## config.mk

```make
export PLATFORM = sky130hd
export DESIGN_NAME = event_timestamp_latch
export DESIGN_NICKNAME = d
export VERILOG_FILES = /design/src/common/latch_pkg.sv /design/src/logic/edge_latch_unit.sv /design/src/logic/event_timestamp_latch.sv
export VERILOG_INCLUDE_DIRS = /design/src /design/src/common
export SDC_FILE = /design/constraint.sdc
export NUM_CORES = 1
export LEC_CHECK = 0
export ABC_CLOCK_PERIOD_IN_PS = 6400
export BUFFER_PORTS_ARGS = -buffer_cell sky130_fd_sc_hd__buf_2
export CAP_MARGIN = 0
export CORE_MARGIN = 8
export CORE_UTILIZATION = 39
export DETAILED_ROUTE_END_ITERATION = 12
export GPL_TIMING_DRIVEN = 0
export SLEW_MARGIN = 5
export SYNTH_ARGS = -nofsm -noshare
export SYNTH_HDL_FRONTEND = slang
export SYNTH_SLANG_ARGS = --single-unit
```

## constraint.sdc

```tcl
create_clock -name core_clk -period 6.4 [get_ports core_clk]
set_clock_uncertainty 0.2 [all_clocks]
set_input_delay 0.32 -clock core_clk [delete_from_list [all_inputs] [get_ports core_clk]]
set_output_delay 0.32 -clock core_clk [all_outputs]
set_load 0.01 [all_outputs]
```

## src/common/latch_params.svh

```systemverilog
// Offsets, field positions and reset values of the latch input unit
`ifndef LATCH_PARAMS_SVH
`define LATCH_PARAMS_SVH

`define LT_CTRL_A_OFS   16'h09A8
`define LT_CTRL_B_OFS   16'h09A9
`define LT_FLAGS_A_OFS  16'h09AE
`define LT_FLAGS_B_OFS  16'h09AF
`define LT_RISE_A_OFS   16'h09B0
`define LT_FALL_A_OFS   16'h09B8
`define LT_RISE_B_OFS   16'h09C0
`define LT_FALL_B_OFS   16'h09C8

`define LT_RISE_BIT     0
`define LT_FALL_BIT     1
`define LT_PIN_BIT      2
`define LT_ASSIGN_A_BIT 4
`define LT_ASSIGN_B_BIT 5

`define LT_CTRL_RST     8'h00
`define LT_BYTE_ZERO    8'h00
`define LT_TS_RST       64'h0000_0000_0000_0000
`define LT_TS_W_DEFAULT 64

`endif

```

## src/common/latch_pkg.sv

```systemverilog
// Types shared by the latch input unit
`default_nettype none

package latch_pkg;

  typedef enum logic {
    MODE_CONTINUOUS = 1'b0,
    MODE_SINGLE     = 1'b1
  } capture_mode_t;

  typedef enum logic {
    OWNER_NETWORK = 1'b0,
    OWNER_HOST    = 1'b1
  } write_owner_t;

endpackage

`default_nettype wire

```

## src/logic/edge_latch_unit.sv

```systemverilog
// Edge detector, event flags and time capture for one latch input
`include "latch_params.svh"
`default_nettype none

module edge_latch_unit #(
  parameter int TS_W = `LT_TS_W_DEFAULT
) (
  input  wire logic                             core_clk,
  input  wire logic                             rst,
  input  wire logic                             pin,
  input  wire logic [TS_W-1:0]                  sys_time,
  input  wire latch_pkg::capture_mode_t [1:0]   mode,
  input  wire logic [1:0]                       clr,
  output logic                                  pin_level,
  output logic [1:0]                            flag,
  output logic [1:0][TS_W-1:0]                  ts
);
  import latch_pkg::*;

  logic [1:0] edge_det;
  logic [1:0] take;

  // Index 0 is the rising edge, index 1 the falling edge
  assign edge_det[0] = pin & ~pin_level;
  assign edge_det[1] = ~pin & pin_level;

  always_comb begin
    for (int e = 0; e < 2; e++) begin
      // A clear in the same cycle re-arms, so the new edge is kept
      take[e] = edge_det[e] && (mode[e] == MODE_CONTINUOUS || !flag[e] || clr[e]);
    end
  end

  always_ff @(posedge core_clk) begin
    if (rst) begin
      pin_level <= 1'b0;
    end else begin
      pin_level <= pin;
    end
  end

  always_ff @(posedge core_clk) begin
    for (int e = 0; e < 2; e++) begin
      if (rst) begin
        flag[e] <= 1'b0;
        ts[e]   <= TS_W'(`LT_TS_RST);
      end else begin
        if (take[e]) begin
          ts[e] <= sys_time;
        end
        if (mode[e] == MODE_CONTINUOUS) begin
          flag[e] <= 1'b0;
        end else if (take[e]) begin
          flag[e] <= 1'b1;
        end else if (clr[e]) begin
          flag[e] <= 1'b0;
        end
      end
    end
  end

  property p_single_hold;
    @(posedge core_clk) disable iff (rst)
      (mode[0] == MODE_SINGLE && flag[0] && !clr[0] && edge_det[0]) |=> $stable(ts[0]);
  endproperty
  a_single_hold: assert property (p_single_hold) else $error("Single mode overwrote rise time");

  property p_rise_capture;
    @(posedge core_clk) disable iff (rst)
      (mode[0] == MODE_CONTINUOUS && edge_det[0]) |=> ts[0] == $past(sys_time);
  endproperty
  a_rise_capture: assert property (p_rise_capture) else $error("Rise time not captured");

  property p_fall_capture;
    @(posedge core_clk) disable iff (rst)
      (pin_level && !pin && mode[1] == MODE_CONTINUOUS) |=> ts[1] == $past(sys_time);
  endproperty
  a_fall_capture: assert property (p_fall_capture) else $error("Fall time not captured");

  property p_flag_set;
    @(posedge core_clk) disable iff (rst)
      (mode[1] == MODE_SINGLE && edge_det[1] && !flag[1]) |=> flag[1] ##0 ts[1] == $past(sys_time);
  endproperty
  a_flag_set: assert property (p_flag_set) else $error("Single event flag not set");

  property p_flag_cont_zero;
    @(posedge core_clk) disable iff (rst)
      (mode[0] == MODE_CONTINUOUS) |=> !flag[0];
  endproperty
  a_flag_cont_zero: assert property (p_flag_cont_zero) else $error("Flag set in continuous mode");

  property p_flag_clear;
    @(posedge core_clk) disable iff (rst)
      (flag[0] && clr[0] && !edge_det[0]) |=> !flag[0];
  endproperty
  a_flag_clear: assert property (p_flag_clear) else $error("Read did not clear rise flag");

  property p_pin_level;
    @(posedge core_clk) disable iff (rst)
      1'b1 |=> pin_level == $past(pin);
  endproperty
  a_pin_level: assert property (p_pin_level) else $error("Pin level not followed");

  c_single_event: cover property (@(posedge core_clk) disable iff (rst)
    mode[0] == MODE_SINGLE && edge_det[0] ##1 flag[0] ##[1:20] clr[0]);
  c_set_and_clear: cover property (@(posedge core_clk) disable iff (rst)
    flag[1] && clr[1] && edge_det[1]);

endmodule // edge_latch_unit

`default_nettype wire

```

## src/logic/event_timestamp_latch.sv

```systemverilog
// Latch input unit: two inputs timestamped against system time, two byte register ports
`include "latch_params.svh"
`default_nettype none

module event_timestamp_latch #(
  parameter int TS_W = `LT_TS_W_DEFAULT
) (
  input  wire logic             core_clk,
  input  wire logic             rst,
  input  wire logic             latch_input_a,
  input  wire logic             latch_input_b,
  input  wire logic [TS_W-1:0]  sys_time,
  input  wire logic [7:0]       access_assign,
  input  wire logic [15:0]      net_addr,
  input  wire logic             net_wr,
  input  wire logic             net_rd,
  input  wire logic [7:0]       net_wdata,
  output logic [7:0]            net_rdata,
  input  wire logic [15:0]      host_addr,
  input  wire logic             host_wr,
  input  wire logic             host_rd,
  input  wire logic [7:0]       host_wdata,
  output logic [7:0]            host_rdata
);
  import latch_pkg::*;

  localparam logic [15:0] CTRL_OFS  [2] = '{`LT_CTRL_A_OFS, `LT_CTRL_B_OFS};
  localparam logic [15:0] FLAGS_OFS [2] = '{`LT_FLAGS_A_OFS, `LT_FLAGS_B_OFS};
  localparam logic [15:0] TIME_OFS  [2][2] = '{'{`LT_RISE_A_OFS, `LT_FALL_A_OFS},
                                               '{`LT_RISE_B_OFS, `LT_FALL_B_OFS}};
  localparam int          ASSIGN_BIT [2] = '{`LT_ASSIGN_A_BIT, `LT_ASSIGN_B_BIT};

  capture_mode_t [1:0]        mode_r   [2];
  logic [1:0]                 flag     [2];
  logic [1:0]                 clr      [2];
  logic                       pin_lvl  [2];
  logic [1:0][TS_W-1:0]       ts       [2];
  logic                       pins     [2];

  assign pins[0] = latch_input_a;
  assign pins[1] = latch_input_b;

  // Any byte of an eight-byte time register counts as a hit
  function automatic logic time_hit(input logic [15:0] a, input int i, input int e);
    time_hit = (a[15:3] == TIME_OFS[i][e][15:3]);
  endfunction

  function automatic logic [7:0] reg_byte(input logic [15:0] a);
    logic [63:0] wide;
    reg_byte = `LT_BYTE_ZERO;
    for (int i = 0; i < 2; i++) begin
      if (a == CTRL_OFS[i]) begin
        reg_byte[`LT_RISE_BIT] = mode_r[i][0];
        reg_byte[`LT_FALL_BIT] = mode_r[i][1];
      end
      if (a == FLAGS_OFS[i]) begin
        reg_byte[`LT_RISE_BIT] = flag[i][0];
        reg_byte[`LT_FALL_BIT] = flag[i][1];
        reg_byte[`LT_PIN_BIT]  = pin_lvl[i];
      end
      for (int e = 0; e < 2; e++) begin
        if (time_hit(a, i, e)) begin
          // Bytes above the configured width read as zero
          wide     = 64'(ts[i][e]);
          reg_byte = wide[8*a[2:0] +: 8];
        end
      end
    end
  endfunction

  always_comb begin
    for (int i = 0; i < 2; i++) begin
      for (int e = 0; e < 2; e++) begin
        clr[i][e] = (net_rd && time_hit(net_addr, i, e))
                 || (host_rd && time_hit(host_addr, i, e));
      end
    end
  end

  // Only the owning port may write; the other port's write is silently dropped
  always_ff @(posedge core_clk) begin
    for (int i = 0; i < 2; i++) begin
      if (rst) begin
        mode_r[i][0] <= MODE_CONTINUOUS;
        mode_r[i][1] <= MODE_CONTINUOUS;
      end else if (access_assign[ASSIGN_BIT[i]] == OWNER_NETWORK) begin
        if (net_wr && net_addr == CTRL_OFS[i]) begin
          mode_r[i][0] <= capture_mode_t'(net_wdata[`LT_RISE_BIT]);
          mode_r[i][1] <= capture_mode_t'(net_wdata[`LT_FALL_BIT]);
        end
      end else if (host_wr && host_addr == CTRL_OFS[i]) begin
        mode_r[i][0] <= capture_mode_t'(host_wdata[`LT_RISE_BIT]);
        mode_r[i][1] <= capture_mode_t'(host_wdata[`LT_FALL_BIT]);
      end
    end
  end

  always_ff @(posedge core_clk) begin
    if (rst) begin
      net_rdata <= `LT_BYTE_ZERO;
    end else if (net_rd) begin
      net_rdata <= reg_byte(net_addr);
    end
  end

  always_ff @(posedge core_clk) begin
    if (rst) begin
      host_rdata <= `LT_BYTE_ZERO;
    end else if (host_rd) begin
      host_rdata <= reg_byte(host_addr);
    end
  end

  for (genvar g = 0; g < 2; g++) begin : g_input
    edge_latch_unit #(
      .TS_W (TS_W)
    ) u_unit (
      .core_clk  (core_clk),
      .rst       (rst),
      .pin       (pins[g]),
      .sys_time  (sys_time),
      .mode      (mode_r[g]),
      .clr       (clr[g]),
      .pin_level (pin_lvl[g]),
      .flag      (flag[g]),
      .ts        (ts[g])
    );
  end

  property p_write_gate_a;
    @(posedge core_clk) disable iff (rst)
      (access_assign[`LT_ASSIGN_A_BIT] && !(host_wr && host_addr == `LT_CTRL_A_OFS))
        |=> $stable(mode_r[0]);
  endproperty
  a_write_gate_a: assert property (p_write_gate_a) else $error("Unowned write changed ctrl a");

  property p_write_gate_b;
    @(posedge core_clk) disable iff (rst)
      (!access_assign[`LT_ASSIGN_B_BIT] && net_wr && net_addr == `LT_CTRL_B_OFS)
        |=> mode_r[1][1] == capture_mode_t'($past(net_wdata[`LT_FALL_BIT]));
  endproperty
  a_write_gate_b: assert property (p_write_gate_b) else $error("Owned write lost on ctrl b");

  property p_read_rise_b;
    @(posedge core_clk) disable iff (rst)
      (host_rd && host_addr == `LT_RISE_B_OFS) |=> host_rdata == $past(ts[1][0][7:0]);
  endproperty
  a_read_rise_b: assert property (p_read_rise_b) else $error("Wrong byte at rise time b");

  property p_read_fall_b;
    @(posedge core_clk) disable iff (rst)
      (net_rd && net_addr == `LT_FALL_B_OFS) |=> net_rdata == $past(ts[1][1][7:0]);
  endproperty
  a_read_fall_b: assert property (p_read_fall_b) else $error("Wrong byte at fall time b");

  property p_status_reserved;
    @(posedge core_clk) disable iff (rst)
      (net_rd && net_addr == `LT_FLAGS_A_OFS)
        |=> net_rdata[7:3] == 5'h00 && net_rdata[2] == $past(pin_lvl[0]);
  endproperty
  a_status_reserved: assert property (p_status_reserved) else $error("Bad status byte a");

  property p_read_clears_b;
    @(posedge core_clk) disable iff (rst)
      (flag[1][1] && net_rd && (net_addr & 16'hFFF8) == `LT_FALL_B_OFS && !pins[1] == !pin_lvl[1])
        |=> !flag[1][1];
  endproperty
  a_read_clears_b: assert property (p_read_clears_b) else $error("Fall flag b not cleared");

  property p_ctrl_read_a;
    @(posedge core_clk) disable iff (rst)
      (host_rd && host_addr == `LT_CTRL_A_OFS)
        |=> host_rdata[7:2] == 6'h00 && host_rdata[1:0] == $past(mode_r[0]);
  endproperty
  a_ctrl_read_a: assert property (p_ctrl_read_a) else $error("Bad control byte a");

  property p_ctrl_read_b;
    @(posedge core_clk) disable iff (rst)
      (net_rd && net_addr == `LT_CTRL_B_OFS)
        |=> net_rdata[7:2] == 6'h00 && net_rdata[1:0] == $past(mode_r[1]);
  endproperty
  a_ctrl_read_b: assert property (p_ctrl_read_b) else $error("Bad control byte b");

  // A flag may only show for an edge that is in single-event mode
  property p_flags_cont_b;
    @(posedge core_clk) disable iff (rst)
      (host_rd && host_addr == `LT_FLAGS_B_OFS)
        |=> (host_rdata[1:0] & ~$past(mode_r[1])) == 2'b00;
  endproperty
  a_flags_cont_b: assert property (p_flags_cont_b) else $error("Flag b shown in continuous mode");

  property p_read_clears_rise_a;
    @(posedge core_clk) disable iff (rst)
      (flag[0][0] && host_rd && (host_addr & 16'hFFF8) == `LT_RISE_A_OFS && pins[0] == pin_lvl[0])
        |=> !flag[0][0];
  endproperty
  a_read_clears_rise_a: assert property (p_read_clears_rise_a) else $error("Rise flag a kept");

  property p_read_clears_fall_a;
    @(posedge core_clk) disable iff (rst)
      (flag[0][1] && net_rd && (net_addr & 16'hFFF8) == `LT_FALL_A_OFS && pins[0] == pin_lvl[0])
        |=> !flag[0][1];
  endproperty
  a_read_clears_fall_a: assert property (p_read_clears_fall_a) else $error("Fall flag a kept");

  c_host_owner_write: cover property (@(posedge core_clk) disable iff (rst)
    access_assign[`LT_ASSIGN_A_BIT] && host_wr && host_addr == `LT_CTRL_A_OFS);
  c_both_read: cover property (@(posedge core_clk) disable iff (rst) net_rd && host_rd);
  c_host_clear_a: cover property (@(posedge core_clk) disable iff (rst)
    flag[0][0] && host_rd && host_addr == `LT_RISE_A_OFS);

endmodule // event_timestamp_latch

`default_nettype wire

```

==> summary.md <==
| Metric | Value |
|---|---|
| Final design utilization | 47.4% |
| Final wirelength | 67700 um |
| Core Area | 0.0375 mm2 |
| CP Max Fanout | 10 |
| Fin crit period | 3810 ps |
| Pint | 3.23 mW |
| Power Total | 4.50 mW |
| Largest net degree at the start of global routing | 15 |
| Setup slack, reg-to-reg | 3650 ps |
| RSZ-0062 raised after global routing | no |
| Standard-cell rows | 71 |
| Critical Path Sink | host_rdata[3] |
| Gr ovfl total | 0 |
| CTS tree | yes |
| H-tree depth | 1 |
| PortBufs | 116 |
| Switching share of power | 28.2% |
| Number of synthesized flops with an enable pin | 4 |
| Post-Synthesis Cells | 1362 |
| Clk_lat worst skew | 580 ps |
| Starting Density | 39.4% |
| Hold WS | 38.3 ps |
| CTS sink cnt | 282 |
| Die area | 0.0444 mm2 |
| Antenna violations before repair | 1 |
| Final setup fails | 0 |
| Global-route wire length before repair | 94400 um |
| Final Hold Vio Count | 0 |
| Chip height | 211 um |
| Most frequent cells in the layout | nand2_1 (289), dfxtp_1 (278), mux2i_1 (249), buf_2 (141), mux4_2 (122) |
| # DRC | 0 |
| # placed instances | 1989 |
| Worst r2r dst | g_input[0].u_unit.ts[99] |
| Overall routing resource usage | 29.6% |
| Routed via count | 13500 |
| Vias in the first global route | 13400 |
| Worst-margin pin slew | 1390 ps |
| Setup crit end kind | flip-flop |
| Worst VDD drop | 0.150 mV |
| GP Congestion | 0.990 |
| Seq pwr share | 42.8% |
| Sequential cell area fraction in the yosys report | 38.5% |
| Final worst path period share | 59.6% |
| LEAKAGE | 7.30 nW |
| Iter 0 DRT Violations | 1778 |
| CP Launch Type | input pin |
| Clock Power Share | 41.8% |
| Post-synth ARST share | 0% |
| CTS root buffer | clkbuf_16 |
| Status | complete, no violations |
| Path depth of the worst reg2reg path | 6 |
| WL/cell | 32.0 um |
| Layout cell share with drive strength beyond 1 | 23.8% |
| DR pass1 iterations | 6 |
| # Post-CTS Setup Buffers | 0 |
| Die X | 211 um |
| Setup TNS | 0 ps |
| Avg Cell Area, Syn | 10.8 um2 |
| Post_cts resized | 0 |
| Fin cells | 2116 |
| Post-synthesis cell type count | 64 |
| # nets final | 1712 |
| Worst path arrival time | 4040 ps |
| Max cap viols | 0 |
| Critical path class | input pin to flip-flop |
| Syn nets | 1490 |
| Achievable Freq | 262 MHz |
| Cell Pwr Density | 253 mW/mm2 |
| Comb power frac | 15.4% |
| Via-per-instance ratio | 6.40 |
| Reg clk slew, reported paths | 60 ps |
| # IOs | 144 |
| Warnings, synthesis | 0 |
| Slew Viols, Final | 0 |
| Worst path required time | 6630 ps |
| Commonest non-fill, non-tap cell in the layout | nand2_1 |
| Final HPWL DP | 46600 um |
| Min-Delay Path Class | input pin to flip-flop |
| Max-slew headroom | 7.52% |
| Yosys reg bits | 282 |
| Net Switching | 1.27 mW |
| Ys flop type | dfxtp_1 |
| Mapped Area | 0.0148 mm2 |
| Synth-to-layout area growth | 20.3% |
| R2R Path Start | mode_r[0][1] |
| CTS buffer count | 30 |
| Worst Setup SP | host_addr[2] |
| Routed Antenna Nets | 0 |
| FILL cells | 3554 |
| Clock buffer depth | 3 |
repair_timing:
action / in CTS / in global routing
endpoints found under the setup margin: 0 / 0
hold buffers: 74 / 0
endpoints found under the hold margin: 263 / 0
cells in the mapped netlist (3+ instances only):
cell type | instances | area, um2
o211ai_1 | 4 | 30.0
nor4b_1 | 4 | 35.0
mux4_2 | 122 | 2750
nor3_1 | 18 | 90.1
a211oi_1 | 6 | 45.0
nand4_1 | 15 | 93.8
o22ai_1 | 10 | 62.6
buf_2 | 25 | 125
and3_1 | 4 | 25.0
a21oi_1 | 13 | 65.1
a22oi_1 | 10 | 75.1
nand3_1 | 8 | 40.0
edfxtp_1 | 4 | 120
a22o_1 | 27 | 236
mux2_2 | 3 | 33.8
a221oi_1 | 3 | 26.3
buf_1 | 10 | 37.5
nand2_1 | 289 | 1080
inv_1 | 8 | 30.0
nor2b_1 | 7 | 43.8
nor3b_1 | 5 | 37.5
and2_1 | 3 | 18.8
o21ai_0 | 19 | 95.1
or3_1 | 3 | 18.8
nor2_1 | 30 | 113
and3b_1 | 3 | 26.3
o22a_1 | 10 | 87.6
nor4_1 | 5 | 31.3
dfxtp_1 | 278 | 5570
mux2i_1 | 249 | 2490
a311oi_1 | 5 | 43.8
nor4bb_1 | 4 | 40.0
clkbuf_1 | 68 | 255
a22o_2 | 40 | 400
buf_6 | 12 | 135
area by class of cell:
cell class              count  area, um2  share of cell area (%)
repair buffers            190       1320                    7.44
diodes                      1       2.50                  0.0141
plain buffers             116        561                    3.15
clock buffers              43        913                    5.14
multi-input cells         954       8490                    47.8
well taps                 511        639                    3.60
clock inverters             9        123                   0.690
flip-flops and latches    282       5690                    32.0
inverters                  10       37.5                   0.211
power groups by stage:
stage / logic [mW] / registers (mW) / clock network [mW]
after global routing: 0.706 / 1.93 / 1.94
after global placement: 0.624 / 1.96 / 0
after floorplan: 0.384 / 1.93 / 0
after detailed placement: 0.631 / 1.96 / 0
final: 0.691 / 1.93 / 1.88
after CTS: 0.666 / 1.92 / 1.87
registers in the layout, indices dropped and copies added, names as in the netlist:
name / flops
g_input.u_unit.ts: 256
host_rdata: 8
net_rdata: 8
g_input.u_unit.flag: 4
mode_r: 4
g_input.u_unit.pin_level: 2
through the flow:
step                      worst slack (ps)  area (um2)
after detailed placement              2350       16000
final                                 2590       17800
after floorplan                       3840       14800
after CTS                             2930       17800
after global placement                2360       16000
after global routing                  2700       17800
worst min-delay path by stage:
stage                     slack (ps)                       end                      from  depth (start not counted)
after floorplan                  240  g_input[0].u_unit.ts[25]  g_input[0].u_unit.ts[25]                          2
after global placement           250  g_input[0].u_unit.ts[23]  g_input[0].u_unit.ts[23]                          2
after detailed placement         260  g_input[1].u_unit.ts[12]  g_input[1].u_unit.ts[12]                          2
after CTS                         40             host_rdata[0]                   host_rd                          4
after global routing              90             host_rdata[2]                   host_rd                          5
final                             40             host_rdata[0]                   host_rd                          4
logic make-up after synthesis:
group	after synthesis	synth area share (%)
compound gates	164	9.08
xor+xnor	1	0.0593
buf+inv	126	4.05
flops	282	38.5
mux	374	35.7
simple gates	415	12.6
per-layer routing:
metal	part of all wire (%)	GRT usage (%)
met2	43	44.0
met1	37	36.5
met4	6.7	18.1
met5	0	0
met3	14	10.4
worst max-delay path, cell delays in order:
cell and delay [ps]:
clkbuf_1 460, buf_1 990, clkbuf_1 830, mux4_2 410, mux2i_1 170, o21ai_0 120, nor3_1 610, nor3_1 100
No activity file was read; power rests on OpenSTA's default activity.
